$ cat config.mk
export PLATFORM = sky130hd
export DESIGN_NAME = ssi_absolute_position_encoder
export DESIGN_NICKNAME = d
export VERILOG_FILES = /design/src/rtl/ssi_absolute_position_encoder.v
export VERILOG_INCLUDE_DIRS = /design/src /design/src/shared
export SDC_FILE = /design/constraint.sdc
export NUM_CORES = 1
export LEC_CHECK = 0
export ABC_AREA = 1
export BUFFER_PORTS_ARGS = -buffer_cell sky130_fd_sc_hd__buf_2
export CAP_MARGIN = 15
export CORE_MARGIN = 3
export CORE_UTILIZATION = 45
export CTS_BUF_LIST = sky130_fd_sc_hd__clkbuf_8
export CTS_CLUSTER_DIAMETER = 120
export CTS_CLUSTER_SIZE = 20
export DETAILED_ROUTE_END_ITERATION = 16
export PLACE_DENSITY = 0.66
export RECOVER_POWER = 25
export SETUP_SLACK_MARGIN = 0.15
export SLEW_MARGIN = 5
export SYNTH_ARGS = -nofsm -noshare
export SYNTH_HDL_FRONTEND = slang
export SYNTH_SLANG_ARGS = --single-unit
export TNS_END_PERCENT = 1
$ cat constraint.sdc
create_clock -name mclk_i -period 2.3 [get_ports mclk_i]
set_input_delay 0.115 -clock mclk_i [delete_from_list [all_inputs] [get_ports mclk_i]]
set_output_delay 0.115 -clock mclk_i [all_outputs]
set_load 0.02 [all_outputs]
$ cat src/shared/ssi_encoder_map.vh
`ifndef SSI_ENCODER_MAP_VH
`define SSI_ENCODER_MAP_VH
// ==========================================================
// word layout
`define SSI_WORD_BITS 13
`define SSI_POS_MSB 12
`define SSI_CNT_W 4
`define SSI_CNT_LAST 4'h0
`define SSI_CNT_LOAD 4'hC
`define SSI_POS_ZERO 13'h0000
// ==========================================================
// clock rate and timing figures
`define SSI_MCLK_MHZ 100
`define SSI_MONO_US 15
// two sync stages, edge detect and the exit edge of the tail state
`define SSI_SYNC_LAT 4
`define SSI_LSB_HOLD_NS 1000
`define SSI_DIR_SETTLE_MS 20
`define SSI_ZERO_HOLD_MS 10
`define SSI_READY_MS 250
// ==========================================================
// counter widths
`define SSI_MONO_W 11
`define SSI_LONG_W 25
// ==========================================================
// fsm states
`define SSI_ST_W 2
`define SSI_ST_IDLE 2'h0
`define SSI_ST_SHIFT 2'h1
`define SSI_ST_TAIL 2'h2
`endif

$ cat src/rtl/ssi_absolute_position_encoder.v
// Operation
// RULE_01: idle clock and data rest high
// RULE_02: first falling edge captures position, special bit
// RULE_03: first rising edge presents the MSB
// RULE_04: each later rising edge shifts next bit
// RULE_05: after LSB data low until timeout
// RULE_06: monoflop timeout at most 15 us
// RULE_07: last falling edge restarts the monoflop
// RULE_08: controller waits for data high again
// RULE_09: controller keeps edge gaps below timeout
// RULE_10: word carries 13 position bits
// RULE_11: Gray code, clockwise ascending by default
// RULE_12: continued clocking repeats the captured word
// RULE_13: late 26th pulse sends a fresh word
// RULE_14: repeat mode works up to 13 bits
// RULE_15: controller clock at most 500 kbit/s; the bench controller model clocks with 160 ns periods (6.25 MHz)
// RULE_16: direction input selects ascending direction
// RULE_17: direction and zero-set active high
// RULE_18: direction change effective within 20 ms
// RULE_19: zero-set held over 10 ms presets zero
// RULE_20: valid data within 250 ms after power
// RULE_21: controller reads with 13-pulse bundles
`timescale 1ns/10ps
`include "ssi_encoder_map.vh"

module ssi_absolute_position_encoder #(
    parameter [24:0] DIR_CYC =
        `SSI_DIR_SETTLE_MS * 1000 * `SSI_MCLK_MHZ,
    parameter [24:0] ZERO_CYC =
        `SSI_ZERO_HOLD_MS * 1000 * `SSI_MCLK_MHZ + 1,
    parameter [24:0] READY_CYC =
        `SSI_READY_MS * 1000 * `SSI_MCLK_MHZ - 1
) (
    // clock and reset
    input wire mclk_i,
    input wire rst_n_i,
    // serial link
    input wire ssi_clk_i,
    output reg ssi_data_o,
    // sensor position stream
    input wire [`SSI_POS_MSB:0] pos_data_i,
    input wire pos_valid_i,
    output wire pos_ready_o,
    input wire spec_bit_i,
    // function inputs
    input wire dir_ccw_i,
    input wire zero_set_i,
    // status
    output reg spec_bit_o,
    output reg ready_o,
    output wire frame_busy_o
);

// ==========================================================
// timing counts
// monoflop rounds down and absorbs the edge detection delay
localparam [10:0] MONO_CYC =
    `SSI_MONO_US * `SSI_MCLK_MHZ - `SSI_SYNC_LAT;
localparam [10:0] LSB_CYC =
    `SSI_LSB_HOLD_NS * `SSI_MCLK_MHZ / 1000;

// ==========================================================
// input synchronisers
reg clk_s1_ff, clk_s2_ff, clk_d_ff;
reg dir_s1_ff, dir_s2_ff;
reg zero_s1_ff, zero_s2_ff;

always @(posedge mclk_i or negedge rst_n_i) begin
    if (!rst_n_i) begin
        clk_s1_ff <= 1'b1;
        clk_s2_ff <= 1'b1;
        clk_d_ff <= 1'b1;
        dir_s1_ff <= 1'b0;
        dir_s2_ff <= 1'b0;
        zero_s1_ff <= 1'b0;
        zero_s2_ff <= 1'b0;
    end else begin
        clk_s1_ff <= ssi_clk_i;
        clk_s2_ff <= clk_s1_ff;
        clk_d_ff <= clk_s2_ff;
        dir_s1_ff <= dir_ccw_i;
        dir_s2_ff <= dir_s1_ff;
        zero_s1_ff <= zero_set_i;
        zero_s2_ff <= zero_s1_ff;
    end
end

wire clk_fall = clk_d_ff & ~clk_s2_ff;
wire clk_rise = ~clk_d_ff & clk_s2_ff;

// ==========================================================
// power-up delay
reg [`SSI_LONG_W-1:0] rdy_cnt_ff;

always @(posedge mclk_i or negedge rst_n_i) begin
    if (!rst_n_i) begin
        rdy_cnt_ff <= {`SSI_LONG_W{1'b0}};
        ready_o <= 1'b0;
    end else if (!ready_o) begin
        // RULE_20: ready after delay
        rdy_cnt_ff <= rdy_cnt_ff + 1'b1;
        ready_o <= (rdy_cnt_ff >= READY_CYC);
    end
end

// ==========================================================
// direction select settling
// a level must stay put for the full window, so glitches are ignored
reg dir_ff;
reg [`SSI_LONG_W-1:0] dir_cnt_ff;

always @(posedge mclk_i or negedge rst_n_i) begin
    if (!rst_n_i) begin
        dir_ff <= 1'b0;
        dir_cnt_ff <= {`SSI_LONG_W{1'b0}};
    end else if (dir_s2_ff == dir_ff) begin
        dir_cnt_ff <= {`SSI_LONG_W{1'b0}};
    end else if (dir_cnt_ff >= DIR_CYC - 1'b1) begin
        // RULE_18: settled within window
        dir_ff <= dir_s2_ff;
        dir_cnt_ff <= {`SSI_LONG_W{1'b0}};
    end else begin
        dir_cnt_ff <= dir_cnt_ff + 1'b1;
    end
end

// ==========================================================
// two-entry position buffer
reg [`SSI_POS_MSB:0] buf_mem [0:1];
reg wr_ptr_ff, rd_ptr_ff;
reg [1:0] buf_cnt_ff;
reg [`SSI_POS_MSB:0] pos_cur_ff;
reg [`SSI_ST_W-1:0] state_ff;

// positions are not consumed mid-frame, so a held-off sensor waits
wire buf_out_valid = (buf_cnt_ff != 2'h0);
wire buf_out_ready = (state_ff == `SSI_ST_IDLE);
wire buf_pop = buf_out_valid & buf_out_ready;
assign pos_ready_o = (buf_cnt_ff != 2'h2);
wire buf_push = pos_valid_i & pos_ready_o;

always @(posedge mclk_i) begin
    if (buf_push) begin
        buf_mem[wr_ptr_ff] <= pos_data_i;
    end
end

always @(posedge mclk_i or negedge rst_n_i) begin
    if (!rst_n_i) begin
        wr_ptr_ff <= 1'b0;
        rd_ptr_ff <= 1'b0;
        buf_cnt_ff <= 2'h0;
        pos_cur_ff <= `SSI_POS_ZERO;
    end else begin
        if (buf_push) begin
            wr_ptr_ff <= ~wr_ptr_ff;
        end
        if (buf_pop) begin
            rd_ptr_ff <= ~rd_ptr_ff;
            pos_cur_ff <= buf_mem[rd_ptr_ff];
        end
        buf_cnt_ff <= buf_cnt_ff + {1'b0, buf_push} - {1'b0, buf_pop};
    end
end

// ==========================================================
// zero-set qualification
reg [`SSI_LONG_W-1:0] zero_cnt_ff;
reg zero_done_ff;
reg [`SSI_POS_MSB:0] offset_ff;

always @(posedge mclk_i or negedge rst_n_i) begin
    if (!rst_n_i) begin
        zero_cnt_ff <= {`SSI_LONG_W{1'b0}};
        zero_done_ff <= 1'b0;
        offset_ff <= `SSI_POS_ZERO;
    end else if (!zero_s2_ff) begin
        zero_cnt_ff <= {`SSI_LONG_W{1'b0}};
        zero_done_ff <= 1'b0;
    end else if (!zero_done_ff) begin
        // RULE_19: held long enough, preset
        if (zero_cnt_ff >= ZERO_CYC - 1'b1) begin
            offset_ff <= pos_cur_ff;
            zero_done_ff <= 1'b1;
        end else begin
            zero_cnt_ff <= zero_cnt_ff + 1'b1;
        end
    end
end

// ==========================================================
// reported position
reg [`SSI_POS_MSB:0] pos_rel;
reg [`SSI_POS_MSB:0] pos_dir;
reg [`SSI_POS_MSB:0] pos_gray;

always @* begin
    pos_rel = pos_cur_ff - offset_ff;
    // RULE_16: direction reverses count
    // RULE_17: high level means ccw ascending
    pos_dir = dir_ff ? (`SSI_POS_ZERO - pos_rel) : pos_rel;
    // RULE_11: Gray conversion
    pos_gray = pos_dir ^ (pos_dir >> 1);
end

// ==========================================================
// serial transmit state machine
reg [`SSI_POS_MSB:0] word_ff, nxt_word;
reg [`SSI_POS_MSB:0] shift_ff, nxt_shift;
reg [`SSI_CNT_W-1:0] bit_cnt_ff, nxt_bit_cnt;
reg [`SSI_MONO_W-1:0] mono_cnt_ff, nxt_mono_cnt;
reg [`SSI_MONO_W-1:0] hold_cnt_ff, nxt_hold_cnt;
reg [`SSI_ST_W-1:0] nxt_state;
reg nxt_data, nxt_spec;

assign frame_busy_o = (state_ff != `SSI_ST_IDLE);

always @* begin
    nxt_state = state_ff;
    nxt_word = word_ff;
    nxt_shift = shift_ff;
    nxt_bit_cnt = bit_cnt_ff;
    nxt_mono_cnt = mono_cnt_ff;
    nxt_hold_cnt = hold_cnt_ff;
    nxt_data = ssi_data_o;
    nxt_spec = spec_bit_o;
    // RULE_07: every falling edge retriggers
    if (clk_fall) begin
        nxt_mono_cnt = MONO_CYC;
    end else if (mono_cnt_ff != {`SSI_MONO_W{1'b0}}) begin
        nxt_mono_cnt = mono_cnt_ff - 1'b1;
    end
    case (state_ff)
        `SSI_ST_IDLE: begin
            // RULE_01: line rests high
            nxt_data = 1'b1;
            // RULE_02: capture on first falling edge
            // RULE_13: late pulse lands here, fresh word
            if (clk_fall && ready_o) begin
                nxt_word = pos_gray;
                nxt_shift = pos_gray;
                nxt_spec = spec_bit_i;
                nxt_bit_cnt = `SSI_CNT_LOAD;
                nxt_state = `SSI_ST_SHIFT;
            end
        end
        `SSI_ST_SHIFT: begin
            if (clk_rise) begin
                // RULE_03: MSB first
                // RULE_04: then next lower bit
                // RULE_10: thirteen bits per word
                nxt_data = shift_ff[`SSI_POS_MSB];
                nxt_shift = {shift_ff[`SSI_POS_MSB-1:0], 1'b0};
                if (bit_cnt_ff == `SSI_CNT_LAST) begin
                    nxt_hold_cnt = LSB_CYC;
                    nxt_state = `SSI_ST_TAIL;
                end else begin
                    nxt_bit_cnt = bit_cnt_ff - 1'b1;
                end
            end else if (mono_cnt_ff == {`SSI_MONO_W{1'b0}}
                         && !clk_fall) begin
                // aborted bundle: timeout releases the line
                nxt_data = 1'b1;
                nxt_state = `SSI_ST_IDLE;
            end
        end
        `SSI_ST_TAIL: begin
            if (hold_cnt_ff != {`SSI_MONO_W{1'b0}}) begin
                nxt_hold_cnt = hold_cnt_ff - 1'b1;
            end
            if (clk_rise) begin
                // RULE_12: unbroken clocking repeats word
                // RULE_14: ring covers the full 13 bits
                nxt_data = word_ff[`SSI_POS_MSB];
                nxt_shift = {word_ff[`SSI_POS_MSB-1:0], 1'b0};
                nxt_bit_cnt = `SSI_CNT_LOAD - 1'b1;
                nxt_state = `SSI_ST_SHIFT;
            end else if (mono_cnt_ff == {`SSI_MONO_W{1'b0}}
                         && !clk_fall) begin
                // RULE_06: timeout ends the frame
                nxt_data = 1'b1;
                nxt_state = `SSI_ST_IDLE;
            end else if (hold_cnt_ff == {`SSI_MONO_W{1'b0}}) begin
                // RULE_05: low until timeout
                nxt_data = 1'b0;
            end
        end
        default: begin
            nxt_data = 1'b1;
            nxt_state = `SSI_ST_IDLE;
        end
    endcase
end

always @(posedge mclk_i or negedge rst_n_i) begin
    if (!rst_n_i) begin
        state_ff <= `SSI_ST_IDLE;
        word_ff <= `SSI_POS_ZERO;
        shift_ff <= `SSI_POS_ZERO;
        bit_cnt_ff <= {`SSI_CNT_W{1'b0}};
        mono_cnt_ff <= {`SSI_MONO_W{1'b0}};
        hold_cnt_ff <= {`SSI_MONO_W{1'b0}};
        ssi_data_o <= 1'b1;
        spec_bit_o <= 1'b0;
    end else begin
        state_ff <= nxt_state;
        word_ff <= nxt_word;
        shift_ff <= nxt_shift;
        bit_cnt_ff <= nxt_bit_cnt;
        mono_cnt_ff <= nxt_mono_cnt;
        hold_cnt_ff <= nxt_hold_cnt;
        ssi_data_o <= nxt_data;
        spec_bit_o <= nxt_spec;
    end
end

endmodule // ssi_absolute_position_encoder

==> results.md, run 1 <==
- Outcome: finished, violations left
- Failing checks: setup timing
- Worst Hold Slack: about 0.26 ns
- Area added between synthesis and finish: 16.8%
- Initial core utilization: approximately 46%
- Antenna Violating Nets Remaining: 0
- Clock root cell: clkbuf_8
- Placed wire-length estimate: roughly 14000 um
- Worst path arrival time: between 2 and 3 ns
- Placer congestion estimate: around 0.86
- DP Cell Count: 1621
- Max Root-Sink Buffers: 2
- Core box area: 22700 um^2
- Initial DRC count: between 400 and 500
- Top post-synthesis cells by area: dfrtp_1 (40%), nand2_1 (10%), edfxtp_1 (7.5%), inv_1 (6.8%), nor2_1 (4.4%)
- Chip width: ~160 um
- Required time of the critical path: 2.67 ns
- Synthesized area: between 10000 and 15000 um^2
- Max transition margin: a little under a tenth
- Skew final: 0.0155 ns
- Synth top area share: between 40% and 50%
- Avg Cell Area, Syn: around 8.2 um^2
- Max incr delay on CP: around 0.5 ns
- CTS Buf Count: 17
- Clk sinks: a little under 200
- Met2 WL: 9610 um
- Lkg Pwr: approximately 5.7 nW
- Yosys reg bits: 197
- Maximum VDD drop: between 0.7 and 0.8 mV
- Fin. Hold Viols: 0
- RSZ-0062 raised after global routing: yes
- Final #Nets: between 1000 and 1500
- Routed length per instance: 12.1 um
- GRT Total Usage: between 10% and 20%
- Top sig layer: met4
- Cell taking the most area after synthesis: dfrtp_1
- P per Cell Area: 878 nW/um^2
- Leading cell types by count after synthesis: nand2_1 (291), inv_1 (190), dfrtp_1 (167), nor2_1 (121), a21oi_1 (71)
- First-pass GRT wire length: 35900 um
- Post-Route WL: roughly 20000 um
- Post-layout util: between 50% and 60%
- Post-synth top flop: dfrtp_1
- Core Rows: 55
- CP endpoint kind: register
- Number of synthesized flops with an enable pin: 26
- CTS tree: done
- Ys async rst share: between 80% and 90%
- # H-tree levels: 4
- Slew Limit Fails: 0
- Die area: between 20000 and 30000 um^2
- Mapped Cells: 1273
- Post-Layout Cell Count: between 1500 and 2000
- Min cycle time layout: between 2 and 3 ns
- Worst slew pin tran: between 1 and 1.5 ns
- Met3 Routed Length: roughly 480 um
- Netlist cell types: 57
- Number of port buffers: 24
- Clock Pin Slew Worst Setup and Hold Paths: roughly 0.12 ns
- Part of the Yosys area used for sequential elements: approximately half
- Vias per cell: a little under 5
- Final setup vio count: 21
- Period utilization: 111%
- Worst setup margin: -0.251 ns
- Worst path cell trace: inv_2, ha_4, fa_1, ha_2, inv_2, a21oi_2, nand3_2, nor2_1, nand2_1, nand2_1, nand2_2, xnor2_4, xnor2_2, nand2_1, nand2_1, nand2_1
- Die height: roughly 160 um
- Vias in the first global route: 8014
- Total number of vias: slightly above 8000
- Initial antenna violation count: 0
- Largest net degree at the start of global routing: 55
- FMAX: around 390 MHz
- Congestion Overflow GR: 0
- Slowest cell on crit path: fa_1
- Crit-path max FO: 2
- Metal-1 WL: approximately 10000 um
- I/O pin total: 25
- Ratio of cells with drive above 1 in the final layout: between 10 and 15%
- DR pass1 iterations: 5
- Drc violations: 0
- CP Launch Type: register
- Yosys warning count: 0
- Cell mode on critical path: nand2_1
- Clock latency at the later pin of the worst-skew pair: approximately 0.48 ns
- Worst Setup Path Type: register to register
- Worst Hold Class: input port to register
- Inserted Diodes: 0
- Max cap viols: 0
- Most frequent cell after synthesis: nand2_1
==> metrics by stage <==
step           setup WS (ns)  TNS (ns)  power [mW]  instance area, um^2
2_1_floorplan        -0.0934    -0.864        6.77                10400
3_3_place_gp          -0.260     -3.61        7.83                11300
3_5_place_dp          -0.386     -5.52        7.89                11300
4_1_cts               -0.287     -4.23        10.6                12000
5_1_grt               -0.449     -9.03        11.6                12200
6_report              -0.251     -3.99        10.7                12200
==> flip-flops by register name, summed over array words and instances (netlist names), 2 cells and up <==
register     count
dir_cnt_ff      25
hold_cnt_ff     11
rdy_cnt_ff      25
pos_cur_ff      13
word_ff         13
mono_cnt_ff     11
state_ff         2
bit_cnt_ff       4
zero_cnt_ff     25
buf_mem         26
shift_ff        13
buf_cnt_ff       2
offset_ff       13
==> area by class of cell <==
cell class                      instances  area, um^2
Inverter                              197         739
Multi-Input combinational cell        861        4780
Clock buffer                           17         234
Clock inverter                         15         229
Sequential cell                       197        5070
Timing Repair Buffer                  107         785
Tap cell                              285         357
Fill cell                            2087       10500
==> cells by family after synthesis <==
group	Yosys count	synth area share, %
buffers and inverters	218	7.96
other	1	0.0359
DFF	197	48.5
and+or+nand+nor	596	25.8
muxes	1	0.108
xor gates and xnor gates	55	4.76
AOI/OAI and AO/OA	177	9.39
adders and majority gates	28	3.43
==> routing by layer <==
metal | GRT usage (%) | vias up
met5 | 0 | -
met4 | 4.14 | 0
met3 | 3.51 | 18
met2 | 28.9 | 76
met1 | 22.9 | 3862
li1 | - | 4337
==> layout by cell type, fill, tap and decap left out, types with 6 or more instances in the layout <==
| cell | netlist | final |
|---|---|---|
| ha_2 | 0 | 6 |
| inv_2 | 5 | 13 |
| xnor2_1 | 16 | 13 |
| buf_2 | 4 | 11 |
| edfxtp_1 | 26 | 26 |
| nor2_2 | 5 | 11 |
| a21oi_1 | 71 | 69 |
| buf_4 | 0 | 62 |
| o211ai_1 | 6 | 6 |
| nand2_2 | 12 | 16 |
| dlygate4sd3_1 | 0 | 19 |
| nor3b_1 | 6 | 6 |
| nand2_1 | 291 | 285 |
| nand3_2 | 2 | 7 |
| nor2_1 | 121 | 115 |
| o21ai_0 | 55 | 52 |
| clkbuf_8 | 0 | 17 |
| xor2_1 | 37 | 33 |
| ha_1 | 27 | 19 |
| dfrtp_1 | 167 | 166 |
| a31oi_1 | 16 | 16 |
| nand3_1 | 68 | 63 |
| clkbuf_1 | 16 | 13 |
| nor4_1 | 20 | 19 |
| inv_1 | 190 | 182 |
| o21ai_1 | 7 | 9 |
| nor3_1 | 32 | 32 |
| nand4_1 | 17 | 17 |
==> power by group <==
group          internal (mW)  leakage, nW  switching (mW)
Combinational           1.79         3.02            2.34
Clock                   1.06        0.228            1.42
Sequential              3.87         2.50           0.214
Total                   6.73         5.74            3.98
==> path summary, 6_finish.rpt <==
| kind | startpoint | end | slack [ns] | depth (start not counted) |
|---|---|---|---|---|
| min reg2reg | zero_s1_ff$_DFF_PN0_ | zero_s2_ff$_DFF_PN0_ | 0.36 | 0 |
| min | zero_set_i | zero_s1_ff$_DFF_PN0_ | 0.26 | 2 |
| max in group asynchronous | rst_n_i | state_ff[0]$_DFFE_PN0P_ | 0.36 | 3 |
| max | pos_cur_ff[0]$_DFFE_PN0P_ | shift_ff[8]$_DFFE_PN0P_ | -0.25 | 16 |
| min in group asynchronous | rst_n_i | bit_cnt_ff[3]$_DFFE_PN0P_ | 0.46 | 2 |
| max reg2reg | pos_cur_ff[0]$_DFFE_PN0P_ | shift_ff[8]$_DFFE_PN0P_ | -0.25 | 16 |
==> critical path, delay by kind of cell, from the launching register on <==
| family | cells | cell delay (ns) |
|---|---|---|
| buffers and inverters | 2 | 0.10 |
| AOI/OAI and AO/OA | 1 | 0.10 |
| DFF | 1 | 0.39 |
| adders and majority gates | 3 | 0.86 |
| xor gates and xnor gates | 2 | 0.34 |
| and+or+nand+nor | 8 | 0.66 |
==> timing repair <==
action,in CTS,in global routing
pin swaps,16,23
hold endpoints to repair,93,0
setup endpoints to repair,26,48
resized for setup,17,42
buffers inserted,4,3
hold buffers,19,0
Note: power is estimated with default switching activity, not from simulation.
==> inputs of run 2 (changes only) <==
- CORE_ASPECT_RATIO: not set -> 0.6
- CORE_MARGIN: 3 -> not set
- CTS_CLUSTER_DIAMETER: 120 -> 80
==> run 2 against run 1 <==
Effect of this change:
- the run still ends with setup timing left
- combinational power grew 11%
- non-clock buffer count grew 14
- final area grew 1.2%
==> results.md, run 2 (synthesis gave the netlist of run 1 again) <==
- Outcome: finished, violations left
- Failing checks: setup timing
- Vias in the first global route: 8155 (+1.8%)
- Crit-path max FO: 2 (unchanged)
- TNS Setup: -4.52 ns (-0.528 ns)
- CTS tree: done
- CTS Buf Count: 17 (unchanged)
- Logic pwr share: 41.2% (+2.6 points)
- Sw Pwr: 4.23 mW (+6.3%)
- Placer congestion estimate: 0.873 (+1.9%)
- R2R setup slack: -0.33 ns (-0.08 ns)
- Skew final: 0.0144 ns (-0.00104 ns)
- FMAX: 380 MHz (-3.1%)
- Fin area: 12300 um^2 (+1.2%)
- Core box area: 22400 um^2 (-1.4%)
- Clock Pin Slew Worst Setup and Hold Paths: 0.11 ns (about the same)
- Initial core utilization: 46.6% (+0.66 points)
- Final setup vio count: 20 (-4.8%)
- First-pass GRT wire length: 39000 um (+8.4%)
- P per Cell Area: 900 nW/um^2 (+2.5%)
- Lkg Pwr: 5.82 nW (+1.3%)
- Final #Nets: 1443 (+0.98%)
- Routed length per instance: 13.0 um (+7.9%)
- Clock root cell: clkbuf_8
- Period utilization: 114% (+3.6 points)
- Worst path arrival time: 3.03 ns (+0.11 ns)
- Max Root-Sink Buffers: 2 (unchanged)
- Worst Setup Path Type: register to register
- Max cap viols: 0 (unchanged)
- Max transition margin: 1.10% (-8.2 points)
- # H-tree levels: 4 (unchanged)
- Number of port buffers: 24 (unchanged)
- Worst Hold Class: input port to register
- GRT Total Usage: 20.5% (+3.3 points)
- Placed Area: 11500 um^2 (+1.5%)
- Max reg flops: 26 (unchanged)
- Initial antenna violation count: 1 (+1)
- RSZ-0062 raised after global routing: yes
- Drc violations: 0 (unchanged)
- Largest net degree at the start of global routing: 57 (+3.6%)
- Reg with most FFs: buf_mem
- CP endpoint kind: register
- Internal power: 6.88 mW (+2.3%)
- Congestion Overflow GR: 0 (unchanged)
- Sequential Power Share: 36.8% (-1.4 points)
- Chip width: 199 um (+25%)
- Switching Fraction: 38.1% (+0.91 points)
- Reg area: 5070 um^2 (unchanged)
- Ratio of cells with drive above 1 in the final layout: 16.1% (+1.7 points)
- Inserted Diodes: 0 (unchanged)
- Footprint of the multi-input gates: 4810 um^2 (+0.52%)
- Fin. Hold Viols: 0 (unchanged)
- Core Rows: 42 (-24%)
- Clock latency at the later pin of the worst-skew pair: 0.50 ns (+0.02 ns)
- Min cycle time layout: 2.63 ns (+0.0817 ns)
- Required time of the critical path: 2.70 ns (+0.03 ns)
- Worst setup margin: -0.333 ns (-0.0817 ns)
- I/O pin total: 25 (unchanged)
- Antenna Violating Nets Remaining: 0 (unchanged)
- Die area: 23800 um^2 (-4.9%)
- Clk sinks: 197 (unchanged)
- CP Launch Type: register
- Placed wire-length estimate: 16000 um (+11%)
- Area added between synthesis and finish: 18.3%
- Worst slew pin tran: 1.48 ns (+0.124 ns)
- Post-Route WL: 22300 um (+10%)
- Most common cell after layout, fill and taps aside: nand2_1
- Maximum VDD drop: 0.785 mV (+12%)
- Clock power share: 21.9% (-1.3 points)
- Slew Limit Fails: 0 (unchanged)
- Vias per cell: 4.98 (+0.85%)
- Commonest cells after routing, fill and taps aside: nand2_1 (277), inv_1 (179), dfrtp_1 (166)
- Total number of vias: 8548 (+3.1%)
- Initial DRC count: 652 (+53%)
- DR pass1 iterations: 5 (unchanged)
- Filler Cells Inserted: 2111 (+1.1%)
- Die height: 120 um (-24%)
## run 2: critical path, stage by stage, from the launching register on
cell     delay, ns
dfrtp_1       0.42
ha_4          0.18
fa_2          0.57
ha_4          0.15
inv_2         0.03
a21oi_2       0.09
nand3_1       0.09
nor2_1        0.13
nand2_2       0.10
nand2_1       0.11
nand2_2       0.10
xnor2_4       0.19
xnor2_1       0.17
nand2_1       0.07
nand2_1       0.09
nand2_1       0.04
## run 2: final timing paths
check,cells after the start,start,to
worst max-delay path,15,offset_ff[0]$_DFFE_PN0P_,shift_ff[7]$_DFFE_PN0P_
worst min-delay path,2,ssi_clk_i,clk_s1_ff$_DFF_PN1_
worst max register to register,15,offset_ff[0]$_DFFE_PN0P_,shift_ff[7]$_DFFE_PN0P_
worst min register to register,0,zero_s1_ff$_DFF_PN0_,zero_s2_ff$_DFF_PN0_
max in group asynchronous,3,rst_n_i,zero_cnt_ff[10]$_DFFE_PN0P_
min in group asynchronous,2,rst_n_i,zero_cnt_ff[24]$_DFFE_PN0P_
## run 2: through the flow
stage               total power [mW]  hold slack [ns]  cells  utilization, %  worst slack, ns
global route                    12.0            0.233   1716            55.1           -0.501
floorplan                       6.77           -0.181   1276               -          -0.0934
CTS                             10.9            0.137   1715            54.5           -0.325
finish                          11.1            0.257   1716            55.1           -0.333
detailed placement              8.20            0.134   1662            51.2           -0.405
global placement                8.14            0.135   1662            51.2           -0.338
## run 2: per-layer routing
| metal | GRT usage, % | part of all wire [%] |
|---|---|---|
| met4 | 5.77 | 0.97 |
| met2 | 27.3 | 39 |
| met3 | 3.96 | 4.2 |
| met5 | 0 | 0 |
| met1 | 32.9 | 56 |
## run 2: what timing repair did
item | in CTS | in global routing
endpoints found under the setup margin | 27 | 46
setup buffers | 2 | 1
endpoints found under the hold margin | 125 | 0
hold buffers | 19 | 0
resized for setup | 35 | 39
pin swaps | 24 | 15
## run 2: final cells by class
type	instances	share of cell area, %
clock buffer	17	1.90
multi-input combinational	861	38.9
sequential	197	41.0
timing repair buffer	121	7.34
inverter	197	5.99
clock inverter	15	1.66
tap	308	3.12
## run 2: power by group through the flow
stage	clock, mW	combinational, mW	sequential [mW]
after floorplan	0	2.67	4.10
after global placement	0	4.00	4.14
after detailed placement	0	4.05	4.15
after CTS	2.53	4.29	4.08
after global routing	2.65	5.20	4.13
final	2.44	4.58	4.09
==> inputs of run 3 (changes only) <==
--- a/config.mk
+++ b/config.mk
@@ -7,5 +7,4 @@
 export NUM_CORES = 1
 export LEC_CHECK = 0
-export ABC_AREA = 1
 export BUFFER_PORTS_ARGS = -buffer_cell sky130_fd_sc_hd__buf_2
 export CAP_MARGIN = 15
==> constraint.sdc (replaced) <==
create_clock -name mclk_i -period 2.3 [get_ports mclk_i]
set_input_delay 0.115 -clock mclk_i [delete_from_list [all_inputs] [get_ports mclk_i]]
set_output_delay 0.115 -clock mclk_i [all_outputs]
set_load 0.05 [all_outputs]
==> run 3 against run 2 <==
Effect of this change:
- the run ends with capacitance limit, slew limit, setup timing left
- count of clock-buffer cells in the layout rose by 2
- clock skew is 0.0082 ns higher
- hold slack lost 0.0039 ns
- critical path depth decreased by 3
- clock power grew 2%
- sequential power down 1%
- highest routed layer unchanged
==> results.md, run 3 <==
- Outcome: finished, violations left
- Failing checks: capacitance limit, slew limit, setup timing
- Worst Setup Path Type: register to register
- Min cycle time layout: 3.13 ns (+0.502 ns)
- Clock Pin Slew Worst Setup and Hold Paths: 0.10 ns (about the same)
- Max reg flops: 26 (unchanged)
- Die height: 118 um (-2.0%)
- Fin. Hold Viols: 0 (unchanged)
- Worst slew pin tran: 1.51 ns (+0.0303 ns)
- Lkg Pwr: 5.54 nW (-4.8%)
- Final setup vio count: 23 (+15%)
- Worst setup margin: -0.834 ns (-0.502 ns)
- Largest net degree at the start of global routing: 62 (+8.8%)
- CTS tree: done
- Max cap viols: 1 (+1)
- Clock latency at the later pin of the worst-skew pair: 0.50 ns (about the same)
- Post-synth top flop: dfrtp_1
- I/O pin total: 25 (unchanged)
- Synth top area share: 41.8% (+1.7 points)
- Vias in the first global route: 7369 (-9.6%)
- Vias per cell: 5.30 (+6.4%)
- Routed length per instance: 14.9 um (+14%)
- Number of synthesized flops with an enable pin: 26 (unchanged)
- Cell taking the most area after synthesis: dfrtp_1
- Commonest cells after routing, fill and taps aside: dfrtp_1 (163), buf_4 (145), nand2_1 (114)
- Maximum VDD drop: 0.720 mV (-8.4%)
- Inserted Diodes: 0 (unchanged)
- Initial DRC count: 619 (-5.1%)
- Chip width: 195 um (-2.1%)
- Most common cell after layout, fill and taps aside: dfrtp_1
- Total number of vias: 7839 (-8.3%)
- CTS Buf Count: 17 (unchanged)
- Synthesized area: 10000 um^2 (-4.1%)
- Skew final: 0.0226 ns (+0.00817 ns)
- Die area: 22900 um^2 (-4.1%)
- Yosys warning count: 0 (unchanged)
- Filler Cells Inserted: 1805 (-14%)
- Slowest cell on crit path: a221o_1
- # H-tree levels: 4 (unchanged)
- RSZ-0062 raised after global routing: yes
- Core Rows: 41 (-2.4%)
- Worst path arrival time: 3.51 ns (+0.48 ns)
- Reg with most FFs: buf_mem
- Max transition margin: -0.919% (-2.0 points)
- Top post-synthesis cells by area: dfrtp_1 (42%), edfxtp_1 (7.8%), xnor2_1 (5.3%), nand2_1 (4.5%), o21ai_0 (3.5%)
- Avg Cell Area, Syn: 9.94 um^2 (+21%)
- Mapped Cells: 1007 (-21%)
- GRT Total Usage: 20.0% (-0.50 points)
- Post-Route WL: 22000 um (-1.3%)
- Top delay family on crit path: compound AO/OA/AOI/OAI gates
- Congestion Overflow GR: 0 (unchanged)
- FMAX: 319 MHz (-16%)
- Crit-path max FO: 4 (+2)
- Slew Limit Fails: 61 (+61)
- Placed wire-length estimate: 15700 um (-1.9%)
- CP endpoint kind: register
- Drc violations: 0 (unchanged)
- Placer congestion estimate: 0.853 (-2.3%)
- Fin area: 12600 um^2 (+1.9%)
- Netlist cell types: 74 (+30%)
- DR pass1 iterations: 5 (unchanged)
- Clock root cell: clkbuf_8
- Required time of the critical path: 2.67 ns (-0.03 ns)
- Core box area: 21400 um^2 (-4.4%)
- TNS Setup: -14.46 ns (-9.94 ns)
- P per Cell Area: 986 nW/um^2 (+9.5%)
- First-pass GRT wire length: 36700 um (-5.7%)
- Ys async rst share: 86.8% (unchanged)
- Buf/Inv on CP: 2 (+1)
- Yosys reg bits: 197 (unchanged)
- Most frequent cell after synthesis: dfrtp_1
- Final #Nets: 1235 (-14%)
- Worst path cell trace: inv_1, ha_2, fa_2, nor2b_4, o31a_1, or3_4, a221o_1, buf_6, or3_4, o221ai_4, xnor2_1, o21ai_1
- Period utilization: 136% (+22 points)
- Part of the Yosys area used for sequential elements: 50.6% (+2.1 points)
- Area added between synthesis and finish: 25.7%
- Max Root-Sink Buffers: 2 (unchanged)
- Clk sinks: 197 (unchanged)
- Leading cell types by count after synthesis: dfrtp_1 (167), nand2_1 (120), nor2_1 (83), o21ai_0 (70), xnor2_1 (60)
- Initial core utilization: 46.8% (+0.16 points)
- CP Launch Type: register
- Max incr delay on CP: 0.42 ns (-0.15 ns)
- Worst Hold Slack: 0.253 ns (-0.00392 ns)
- Cell mode on critical path: or3_4
- Antenna Violating Nets Remaining: 0 (unchanged)
- Initial antenna violation count: 0 (-1)
- Placed Area: 11500 um^2 (+0.25%)
- Number of port buffers: 24 (unchanged)
- Worst Hold Class: input port to register
- Ratio of cells with drive above 1 in the final layout: 24.5% (+8.4 points)
## run 3: metal layers
metal | wire, um | track usage (%) | vias up
met5 | 0 | 0 | -
met4 | 214 | 5.26 | 0
met3 | 923 | 4.01 | 20
met2 | 8960 | 26.7 | 139
met1 | 11900 | 32.1 | 3768
li1 | - | - | 3912
## run 3: where the power goes
part	leakage, nW	internal [mW]	switching, mW
logic	2.81	2.89	2.97
clock network	0.227	1.17	1.33
registers	2.50	3.87	0.173
## run 3: worst paths after layout
| path | start | slack [ns] | depth (start not counted) | end |
|---|---|---|---|---|
| setup / recovery | pos_cur_ff[0]$_DFFE_PN0P_ | -0.83 | 12 | word_ff[8]$_DFFE_PN0P_ |
| hold / removal | zero_set_i | 0.25 | 2 | zero_s1_ff$_DFF_PN0_ |
| setup reg to reg | pos_cur_ff[0]$_DFFE_PN0P_ | -0.83 | 12 | word_ff[8]$_DFFE_PN0P_ |
| hold reg to reg | zero_s1_ff$_DFF_PN0_ | 0.36 | 0 | zero_s2_ff$_DFF_PN0_ |
| max in group asynchronous | rst_n_i | 0.62 | 3 | clk_s1_ff$_DFF_PN1_ |
| min in group asynchronous | rst_n_i | 0.53 | 2 | dir_cnt_ff[8]$_DFF_PN0_ |
## run 3: area by class of cell
| class | instances | area [um^2] | area share [%] |
|---|---|---|---|
| Clock buffer | 19 | 262 | 2.08 |
| Clock inverter | 13 | 186 | 1.48 |
| Inverter | 38 | 143 | 1.13 |
| Multi-Input combinational cell | 739 | 5090 | 40.5 |
| Sequential cell | 197 | 5070 | 40.3 |
| Tap cell | 279 | 349 | 2.78 |
| Timing Repair Buffer | 194 | 1470 | 11.7 |
## run 3: what timing repair did
action / in CTS / in global routing
resized for setup: 47 / 59
hold buffers: 19 / 0
hold endpoints to repair: 88 / 0
endpoints found under the setup margin: 58 / 86
gates cloned: 0 / 0
setup buffers: 3 / 3
pin swaps: 22 / 32
## run 3: cell families (layout without fill, tap and decap cells)
logic type                 after synthesis  in the layout  synth area share, %
buffers and inverters                   74            264                 2.98
and+or+nand+nor                        372            372                 18.1
DFF                                    197            197                 50.6
other                                    1              4               0.0375
AOI/OAI and AO/OA                      219            219                 14.3
muxes                                   21             21                 2.16
xor gates and xnor gates                95             95                 8.31
adders and majority gates               28             28                 3.58
## run 3: stage by stage
step / instances / total power, mW / setup WS (ns) / utilization (%)
floorplan: 1010 / 7.14 / -0.650 / -
global placement: 1422 / 9.30 / -0.753 / 53.7
detailed placement: 1422 / 9.40 / -0.843 / 53.7
CTS: 1476 / 12.1 / -0.843 / 57.7
global route: 1479 / 13.2 / -0.943 / 58.8
finish: 1479 / 12.4 / -0.834 / 58.8
